===== config.mk =====
export PLATFORM = sky130hd
export DESIGN_NAME = pisw_ctrl
export DESIGN_NICKNAME = d
export VERILOG_FILES = /design/src/pisw_arbiter.v /design/src/pisw_ctrl.v
export VERILOG_INCLUDE_DIRS = /design/src
export SDC_FILE = /design/constraint.sdc
export NUM_CORES = 1
export LEC_CHECK = 0
export ABC_AREA = 1
export BUFFER_PORTS_ARGS = -buffer_cell sky130_fd_sc_hd__buf_2
export CAP_MARGIN = 20
export CORE_MARGIN = 2
export CORE_UTILIZATION = 45
export DETAILED_ROUTE_END_ITERATION = 10
export GPL_ROUTABILITY_DRIVEN = 0
export MAX_ROUTING_LAYER = met4
export PLACE_DENSITY = 0.68
export SYNTH_ARGS = -nofsm -noshare
export SYNTH_HDL_FRONTEND = slang
export SYNTH_SLANG_ARGS = --single-unit

===== constraint.sdc =====
create_clock -name clk -period 19.4 [get_ports clk]
set_input_delay 0.97 -clock clk [delete_from_list [all_inputs] [get_ports clk]]
set_output_delay 0.97 -clock clk [all_outputs]
set_load 0.005 [all_outputs]

===== src/pisw_map.vh =====
// constants for the priority interrupt and standby wake block
`ifndef PISW_MAP_VH
`define PISW_MAP_VH

// vector slots, index 0..9 by address order
`define PISW_NUM_SLOTS     10
`define PISW_NUM_SRC       15
`define PISW_VEC_BASE      8'h03
`define PISW_VEC_STEP      8'h08
`define PISW_SLOT_UNUSED   4'd6

// priority levels
`define PISW_LVL_NONE      2'd0
`define PISW_LVL_LOW       2'd1
`define PISW_LVL_HIGH      2'd2
`define PISW_LVL_TOP       2'd3

// source bit positions in the request vector
`define PISW_SRC_PIN_A     0
`define PISW_SRC_PIN_B     1
`define PISW_SRC_PIN_C     2
`define PISW_SRC_CAPT_LO   3
`define PISW_SRC_PIN_E     4
`define PISW_SRC_PIN_D     5
`define PISW_SRC_BASE_TMR  6
`define PISW_SRC_CAPT_HI   7
`define PISW_SRC_PWM_LO    8
`define PISW_SRC_PWM_HI    9
`define PISW_SRC_SERIAL    10
`define PISW_SRC_ADC       11
`define PISW_SRC_TMR_SIX   12
`define PISW_SRC_TMR_SEVEN 13
`define PISW_SRC_PORT0     14

// standby mode request codes
`define PISW_SB_RUN        2'd0
`define PISW_SB_IDLE       2'd1
`define PISW_SB_DEEP       2'd2
`define PISW_SB_XTAL       2'd3

// oscillator enable bit positions
`define PISW_OSC_CF        0
`define PISW_OSC_SRC       1
`define PISW_OSC_RC        2
`define PISW_OSC_MRC       3
`define PISW_OSC_XTAL      4
`define PISW_OSC_W         5

`endif


===== src/pisw_arbiter.v =====
// fixed-order arbiter: highest level wins, lowest slot breaks ties
`timescale 1ns/10ps
`include "pisw_map.vh"

module pisw_arbiter #(
  parameter NSLOT = `PISW_NUM_SLOTS
) (
  input  wire [NSLOT-1:0]   req,
  input  wire [2*NSLOT-1:0] lvl,
  input  wire [1:0]         floor_lvl,
  output reg                grant,
  output reg  [3:0]         grant_slot,
  output reg  [1:0]         grant_lvl
);

  integer i;

  always @* begin
    grant      = 1'b0;
    grant_slot = 4'h0;
    grant_lvl  = `PISW_LVL_NONE;
    // descending scan so a lower slot overwrites on equal level
    for (i = NSLOT - 1; i >= 0; i = i - 1) begin
      if (req[i] && (lvl[2*i +: 2] > floor_lvl) &&
          (lvl[2*i +: 2] >= grant_lvl)) begin
        grant      = 1'b1;
        grant_slot = i[3:0];
        grant_lvl  = lvl[2*i +: 2];
      end
    end
  end

endmodule


===== src/pisw_ctrl.v =====
// interrupt arbitration, nesting and standby wake controller
`timescale 1ns/10ps
`include "pisw_map.vh"

// What this block does
// - three levels top over high over low; refuse requests not above current level
// - among simultaneous pending vectors grant the highest priority level
// - equal level ties go to the smallest vector address
// - fifteen sources on nine slots; pin a and b slots top or low, others high or low
// - idle standby stops execution, peripherals keep running
// - idle standby leaves each oscillator as osc_enable_sw sets it, the same as in run
// - idle ends on reset pin, low voltage, watchdog or accepted interrupt
// - deep standby stops execution, peripherals and every oscillator
// - deep ends on resets, pins a b c e, or port 0 request
// - pins a and b wake deep modes only when level sensitive
// - crystal standby keeps base timer and crystal state, stops other oscillators
// - crystal standby ends on resets, level pins a b, pins c e, port 0, base timer
// - base timer wakes crystal standby only when crystal is the clock source
module pisw_ctrl #(
  parameter NSRC  = `PISW_NUM_SRC,
  parameter NSLOT = `PISW_NUM_SLOTS,
  parameter DEPTH = 3
) (
  input  wire               clk,
  input  wire               reset,
  input  wire [NSRC-1:0]    src_req_pin,
  input  wire               ext_irq_pin_a_level,
  input  wire               ext_irq_pin_b_level,
  input  wire               ext_irq_pin_a_top,
  input  wire               ext_irq_pin_b_top,
  input  wire [NSLOT-1:0]   slot_high,
  input  wire [NSLOT-1:0]   slot_enable,
  input  wire               master_enable,
  input  wire               reset_pin_n,
  input  wire               lvd_reset,
  input  wire               wdt_reset,
  input  wire [1:0]         standby_req,
  input  wire               standby_go,
  input  wire               xtal_selected,
  input  wire               osc_run_xtal,
  input  wire [`PISW_OSC_W-1:0] osc_enable_sw,
  input  wire               vec_ack,
  input  wire               isr_return,
  output wire               vec_valid,
  output reg  [7:0]         vec_addr_q,
  output reg  [1:0]         vec_level_q,
  output reg  [1:0]         cur_level_q,
  output reg                cpu_run_q,
  output reg                periph_run_q,
  output reg                base_timer_run_q,
  output reg  [`PISW_OSC_W-1:0] osc_enable_q,
  output reg  [1:0]         standby_mode_q,
  output reg                system_reset_q
);

  ////////////////////////////////////////////////////////////////////////////
  // input synchronisers

  reg [NSRC-1:0] src_s1_q;
  reg [NSRC-1:0] src_q;
  reg [2:0]      rst_s1_q;
  reg [2:0]      rst_q;

  always @(posedge clk) begin
    if (reset) begin
      src_s1_q <= {NSRC{1'b0}};
      src_q    <= {NSRC{1'b0}};
      rst_s1_q <= 3'h0;
      rst_q    <= 3'h0;
    end else begin
      src_s1_q <= src_req_pin;
      src_q    <= src_s1_q;
      rst_s1_q <= {~reset_pin_n, lvd_reset, wdt_reset};
      rst_q    <= rst_s1_q;
    end
  end

  wire any_sys_reset = |rst_q;

  ////////////////////////////////////////////////////////////////////////////
  // source to slot grouping

  wire [NSLOT-1:0] slot_req_raw;
  assign slot_req_raw[0] = src_q[`PISW_SRC_PIN_A];
  assign slot_req_raw[1] = src_q[`PISW_SRC_PIN_B];
  assign slot_req_raw[2] = src_q[`PISW_SRC_PIN_C] | src_q[`PISW_SRC_CAPT_LO] |
                           src_q[`PISW_SRC_PIN_E];
  assign slot_req_raw[3] = src_q[`PISW_SRC_PIN_D] | src_q[`PISW_SRC_BASE_TMR];
  assign slot_req_raw[4] = src_q[`PISW_SRC_CAPT_HI];
  assign slot_req_raw[5] = src_q[`PISW_SRC_PWM_LO] | src_q[`PISW_SRC_PWM_HI];
  assign slot_req_raw[6] = 1'b0;
  assign slot_req_raw[7] = src_q[`PISW_SRC_SERIAL];
  assign slot_req_raw[8] = src_q[`PISW_SRC_ADC] | src_q[`PISW_SRC_TMR_SIX] |
                           src_q[`PISW_SRC_TMR_SEVEN];
  assign slot_req_raw[9] = src_q[`PISW_SRC_PORT0];

  wire [NSLOT-1:0] slot_req = slot_req_raw & slot_enable & {NSLOT{master_enable}};

  // slot level: pins a and b top or low, the rest high or low
  wire [2*NSLOT-1:0] slot_lvl;
  genvar g;
  generate
    for (g = 0; g < NSLOT; g = g + 1) begin : g_lvl
      if (g == 0) begin : g_a
        assign slot_lvl[2*g +: 2] = ext_irq_pin_a_top ? `PISW_LVL_TOP : `PISW_LVL_LOW;
      end else if (g == 1) begin : g_b
        assign slot_lvl[2*g +: 2] = ext_irq_pin_b_top ? `PISW_LVL_TOP : `PISW_LVL_LOW;
      end else begin : g_o
        assign slot_lvl[2*g +: 2] = slot_high[g] ? `PISW_LVL_HIGH : `PISW_LVL_LOW;
      end
    end
  endgenerate

  ////////////////////////////////////////////////////////////////////////////
  // arbitration and nesting stack

  wire       grant;
  wire [3:0] grant_slot;
  wire [1:0] grant_lvl;

  pisw_arbiter #(
    .NSLOT (NSLOT)
  ) u_arb (
    .req        (slot_req),
    .lvl        (slot_lvl),
    .floor_lvl  (cur_level_q),
    .grant      (grant),
    .grant_slot (grant_slot),
    .grant_lvl  (grant_lvl)
  );

  reg [1:0] lvl_stack_q [0:DEPTH-1];
  reg [1:0] sp_q;
  integer   k;

  // offered vector follows the arbiter each cycle and can change or drop before the sequencer takes it
  assign vec_valid = (standby_mode_q == `PISW_SB_RUN) && cpu_run_q && grant;

  always @(posedge clk) begin
    if (reset || any_sys_reset) begin
      vec_addr_q  <= 8'h00;
      vec_level_q <= `PISW_LVL_NONE;
      cur_level_q <= `PISW_LVL_NONE;
      sp_q        <= 2'h0;
      for (k = 0; k < DEPTH; k = k + 1) begin
        lvl_stack_q[k] <= `PISW_LVL_NONE;
      end
    end else begin
      vec_addr_q  <= `PISW_VEC_BASE + {grant_slot, 3'b000};
      vec_level_q <= grant_lvl;
      if (vec_valid && vec_ack) begin
        lvl_stack_q[sp_q] <= cur_level_q;
        sp_q              <= sp_q + 2'h1;
        cur_level_q       <= grant_lvl;
      end else if (isr_return && sp_q != 2'h0) begin
        sp_q        <= sp_q - 2'h1;
        cur_level_q <= lvl_stack_q[sp_q - 2'h1];
      end
    end
  end

  ////////////////////////////////////////////////////////////////////////////
  // standby wake conditions

  // pins a and b wake deep modes only when level detection is chosen
  wire pin_ab_wake = (src_q[`PISW_SRC_PIN_A] & ext_irq_pin_a_level) |
                     (src_q[`PISW_SRC_PIN_B] & ext_irq_pin_b_level);
  wire deep_wake   = pin_ab_wake | src_q[`PISW_SRC_PIN_C] |
                     src_q[`PISW_SRC_PIN_E] | src_q[`PISW_SRC_PORT0];
  wire xtal_wake   = deep_wake |
                     (src_q[`PISW_SRC_BASE_TMR] & xtal_selected);
  wire idle_wake   = grant;

  ////////////////////////////////////////////////////////////////////////////
  // standby state machine, one-hot

  localparam ST_RUN  = 4'b0001;
  localparam ST_IDLE = 4'b0010;
  localparam ST_DEEP = 4'b0100;
  localparam ST_XTAL = 4'b1000;

  reg [3:0] st_q;
  reg [3:0] st_d;
  reg       xtal_keep_q;

  always @* begin
    st_d = st_q;
    case (st_q)
      ST_RUN: begin
        if (standby_go) begin
          case (standby_req)
            `PISW_SB_IDLE: st_d = ST_IDLE;
            `PISW_SB_DEEP: st_d = ST_DEEP;
            `PISW_SB_XTAL: st_d = ST_XTAL;
            default:       st_d = ST_RUN;
          endcase
        end
      end
      ST_IDLE: if (idle_wake) st_d = ST_RUN;
      ST_DEEP: if (deep_wake) st_d = ST_RUN;
      ST_XTAL: if (xtal_wake) st_d = ST_RUN;
      default: st_d = ST_RUN;
    endcase
    if (any_sys_reset) begin
      st_d = ST_RUN;
    end
  end

  always @(posedge clk) begin
    if (reset) begin
      st_q             <= ST_RUN;
      xtal_keep_q      <= 1'b0;
      cpu_run_q        <= 1'b1;
      periph_run_q     <= 1'b1;
      base_timer_run_q <= 1'b1;
      osc_enable_q     <= {`PISW_OSC_W{1'b0}};
      standby_mode_q   <= `PISW_SB_RUN;
      system_reset_q   <= 1'b0;
    end else begin
      st_q           <= st_d;
      system_reset_q <= any_sys_reset;
      if (st_q == ST_RUN && st_d == ST_XTAL) begin
        xtal_keep_q <= osc_run_xtal;
      end
      case (st_d)
        ST_IDLE: begin
          cpu_run_q        <= 1'b0;
          periph_run_q     <= 1'b1;
          base_timer_run_q <= 1'b1;
          osc_enable_q     <= osc_enable_sw;
          standby_mode_q   <= `PISW_SB_IDLE;
        end
        ST_DEEP: begin
          cpu_run_q        <= 1'b0;
          periph_run_q     <= 1'b0;
          base_timer_run_q <= 1'b0;
          osc_enable_q     <= {`PISW_OSC_W{1'b0}};
          standby_mode_q   <= `PISW_SB_DEEP;
        end
        ST_XTAL: begin
          cpu_run_q        <= 1'b0;
          periph_run_q     <= 1'b0;
          base_timer_run_q <= 1'b1;
          osc_enable_q     <= {`PISW_OSC_W{1'b0}};
          // crystal keeps its entry state; other sources stop
          osc_enable_q[`PISW_OSC_XTAL] <= (st_q == ST_RUN) ? osc_run_xtal : xtal_keep_q;
          standby_mode_q   <= `PISW_SB_XTAL;
        end
        default: begin
          cpu_run_q        <= 1'b1;
          periph_run_q     <= 1'b1;
          base_timer_run_q <= 1'b1;
          osc_enable_q     <= osc_enable_sw;
          standby_mode_q   <= `PISW_SB_RUN;
        end
      endcase
    end
  end

endmodule


==> results.txt <==
run status = finished clean
sum of negative setup slack = 0 ps
Power Density = 81.4 mW/mm^2
final setup violation count = 0
cell repeated most along the worst path = sky130_fd_sc_hd__nand2_1
post-detailed-routing wire length = 7060 microns
worst slack, placed = 10070 ps
Antenna Cells = 0
residual overflow from global routing = 0
CP max stage delay = 510 ps
proportion of register bits with asynchronous set or reset after synthesis = 0%
endpoint class of the critical path = output pin
vias in the first global route = 2783
highest signal layer in the routed design = met4
cell area after technology mapping = 0.00362 sq mm
pin count of the biggest net entering global routing = 45
aggregate global-route resource usage = 17.2%
fin util = 55.4%
worst vdd ir = 0.0440 mV
total non-filler cell area in the finished layout = 0.00430 sq mm
worst relative slew slack = 50.5%
count of state elements after synthesis = 71
detailed route wirelength on metal3 = 396 microns
list of most frequent post-synthesis cells = sky130_fd_sc_hd__nor2_1, sky130_fd_sc_hd__inv_1, sky130_fd_sc_hd__dfxtp_1, sky130_fd_sc_hd__nand2_1, sky130_fd_sc_hd__ha_1
post-detailed-placement half-perimeter wirelength = 5460 microns
first-pass detailed-route iteration total = 4
sequential cell area fraction in the yosys report = 41.5%
Worst Tran Pin Value = 743 ps
number of synthesized flops with an enable pin = 8
Resize count post-CTS = 0
Hold WS = 400 ps
Fin. Hold Viols = 0
initial cell density of the core = 46.6%
number of buffers created by CTS = 9
Met1 Wirelength = 3310 microns
Root Driver = sky130_fd_sc_hd__clkbuf_8
Unique masters post-synth = 41
Worst path slowest cell = sky130_fd_sc_hd__nor4_1
period utilisation layout = 48.5%
Worst Setup Path Type = register to output pin
total number of vias = 2986
Max Slew Vio Count = 0
maximum clock path buffer count = 2
total power draw = 350 uW
TritonCTS clock tree = done
drt drc = 0
static power due to leakage = 2.19 nW
vias per std cell = 4.59
worst path setup slack after routing = 9980 ps
fraction of final layout cells sized beyond drive strength 1 = 23.7%
cell type with the largest total area after synthesis = sky130_fd_sc_hd__dfxtp_1
cell with the most instances after synthesis = sky130_fd_sc_hd__nor2_1
Cell Area, Placed = 0.00406 sq mm
count of nets left with antenna violations after detail routing = 0
CORE AREA = 0.00777 sq mm
cell total after placement = 634
Port-buffer cells = 74
antenna violations before repair = 0
global-route wire length before repair = 11600 microns
number of buffers inserted by hold repair at cts = 0
main area contributors after synthesis = sky130_fd_sc_hd__dfxtp_1, sky130_fd_sc_hd__ha_1, sky130_fd_sc_hd__nor2_1
largest fanout of any net on the critical path = 13
number of warning messages in the yosys log = 0
number of placement rows = 32
H-tree depth reported by CTS = 3
Finished Layout Cells = 650
CP startpoint kind = register
mean cell area of the mapped netlist = 7.76 sq um
Worst EP required = 18430 ps
most instantiated flip-flop cell in the synthesis netlist = sky130_fd_sc_hd__dfxtp_1
net count reported at finish = 632
post-CTS repair timing setup buffer count = 0
number of clock sinks = 71
clock latency of the later-clocked register in the worst-skew pair = 330 ps
DRC violation total after the first TritonRoute iteration = 89
minimum clock period after layout = 9420 ps
x dimension of the die = 93.7 microns
final worst clock skew = 12.2 ps
instance count of the mapped netlist = 466
detailed-routed wire length on met2 = 3210 microns
unrepaired setup endpoints after global routing = no
top-area cell type share of the netlist area = 34.9%
area growth from synthesis to final layout = 18.9%
Max-Cap Viols = 0
Die Y-Extent = 93.7 microns
Total Die Area = 0.00877 sq mm
clock slew at reported path FFs = 80 ps
WL per Instance = 10.9 microns
timing-limited maximum frequency = 106 MHz
io pins = 81
path type of the worst min-delay path = register to register
worst endpoint data arrival time = 8450 ps
-- final timing paths --
kind             startpoint           endpoint  cells after the start  slack, ps
min             rst_s1_q[2]           rst_q[2]                      2        400
max          cur_level_q[1]          vec_valid                     47       9980
max reg2reg  cur_level_q[1]  lvl_stack_q[3][0]                     50      10710
min reg2reg     rst_s1_q[2]           rst_q[2]                      2        400
-- kinds of logic after synthesis --
logic type	Yosys count	share of synthesized area [%]
other cells	1	0.104
simple gates	215	28.0
buf+inv	103	11.3
compound gates	44	7.99
flops	71	41.5
fa+ha+maj	32	11.1
-- state kept, by name (all words and copies together), names as in the netlist, 3 cells and up --
signal / count
src_q: 15
src_s1_q: 15
lvl_stack_q: 8
osc_enable_q: 5
vec_addr_q: 5
st_q: 4
rst_q: 3
rst_s1_q: 3
-- layer usage --
metal  GRT usage (%)  vias up
li1                -     1606
met1            20.6     1285
met2            28.2       82
met3            3.69       13
met4            7.13        0
met5               -        -
-- worst max-delay path: cells and delay by family, from the launching register on --
kind,cells,cell delay [ps]
and+or+nand+nor,26,3770
adders and majority gates,7,1790
AOI/OAI and AO/OA,8,1220
buffers and inverters,6,980
DFF,1,330
-- area by class of cell --
class / count / area [sq um]
clock inverter: 4 / 73.8
clock buffer: 12 / 166
fill: 732 / 3460
sequential: 71 / 1500
timing repair buffer: 74 / 370
tap: 102 / 128
multi-input combinational: 293 / 1710
inverter: 94 / 353
-- power by group --
group	switching, mW	leakage [nW]	internal (mW)
registers	0.00349	0.603	0.157
clock network	0.0522	0.122	0.0841
logic	0.0326	1.46	0.0208
total	0.0883	2.19	0.262
-- layout by cell type (no fill, tap or decap), drive strengths merged, types with 2 or more instances in the layout --
cell     n
nor3     6
o211ai   2
edfxtp   8
a31oi    2
nand2   75
o21ai   11
o21a     3
dfxtp   63
nor2    93
ha      32
clkbuf  12
a211oi   4
o21bai   2
bufinv   2
nor4     2
nand3   26
buf     74
conb     2
nand4    7
or2      5
a21oi   14
inv     95
Power figures use the tool's default switching activity.
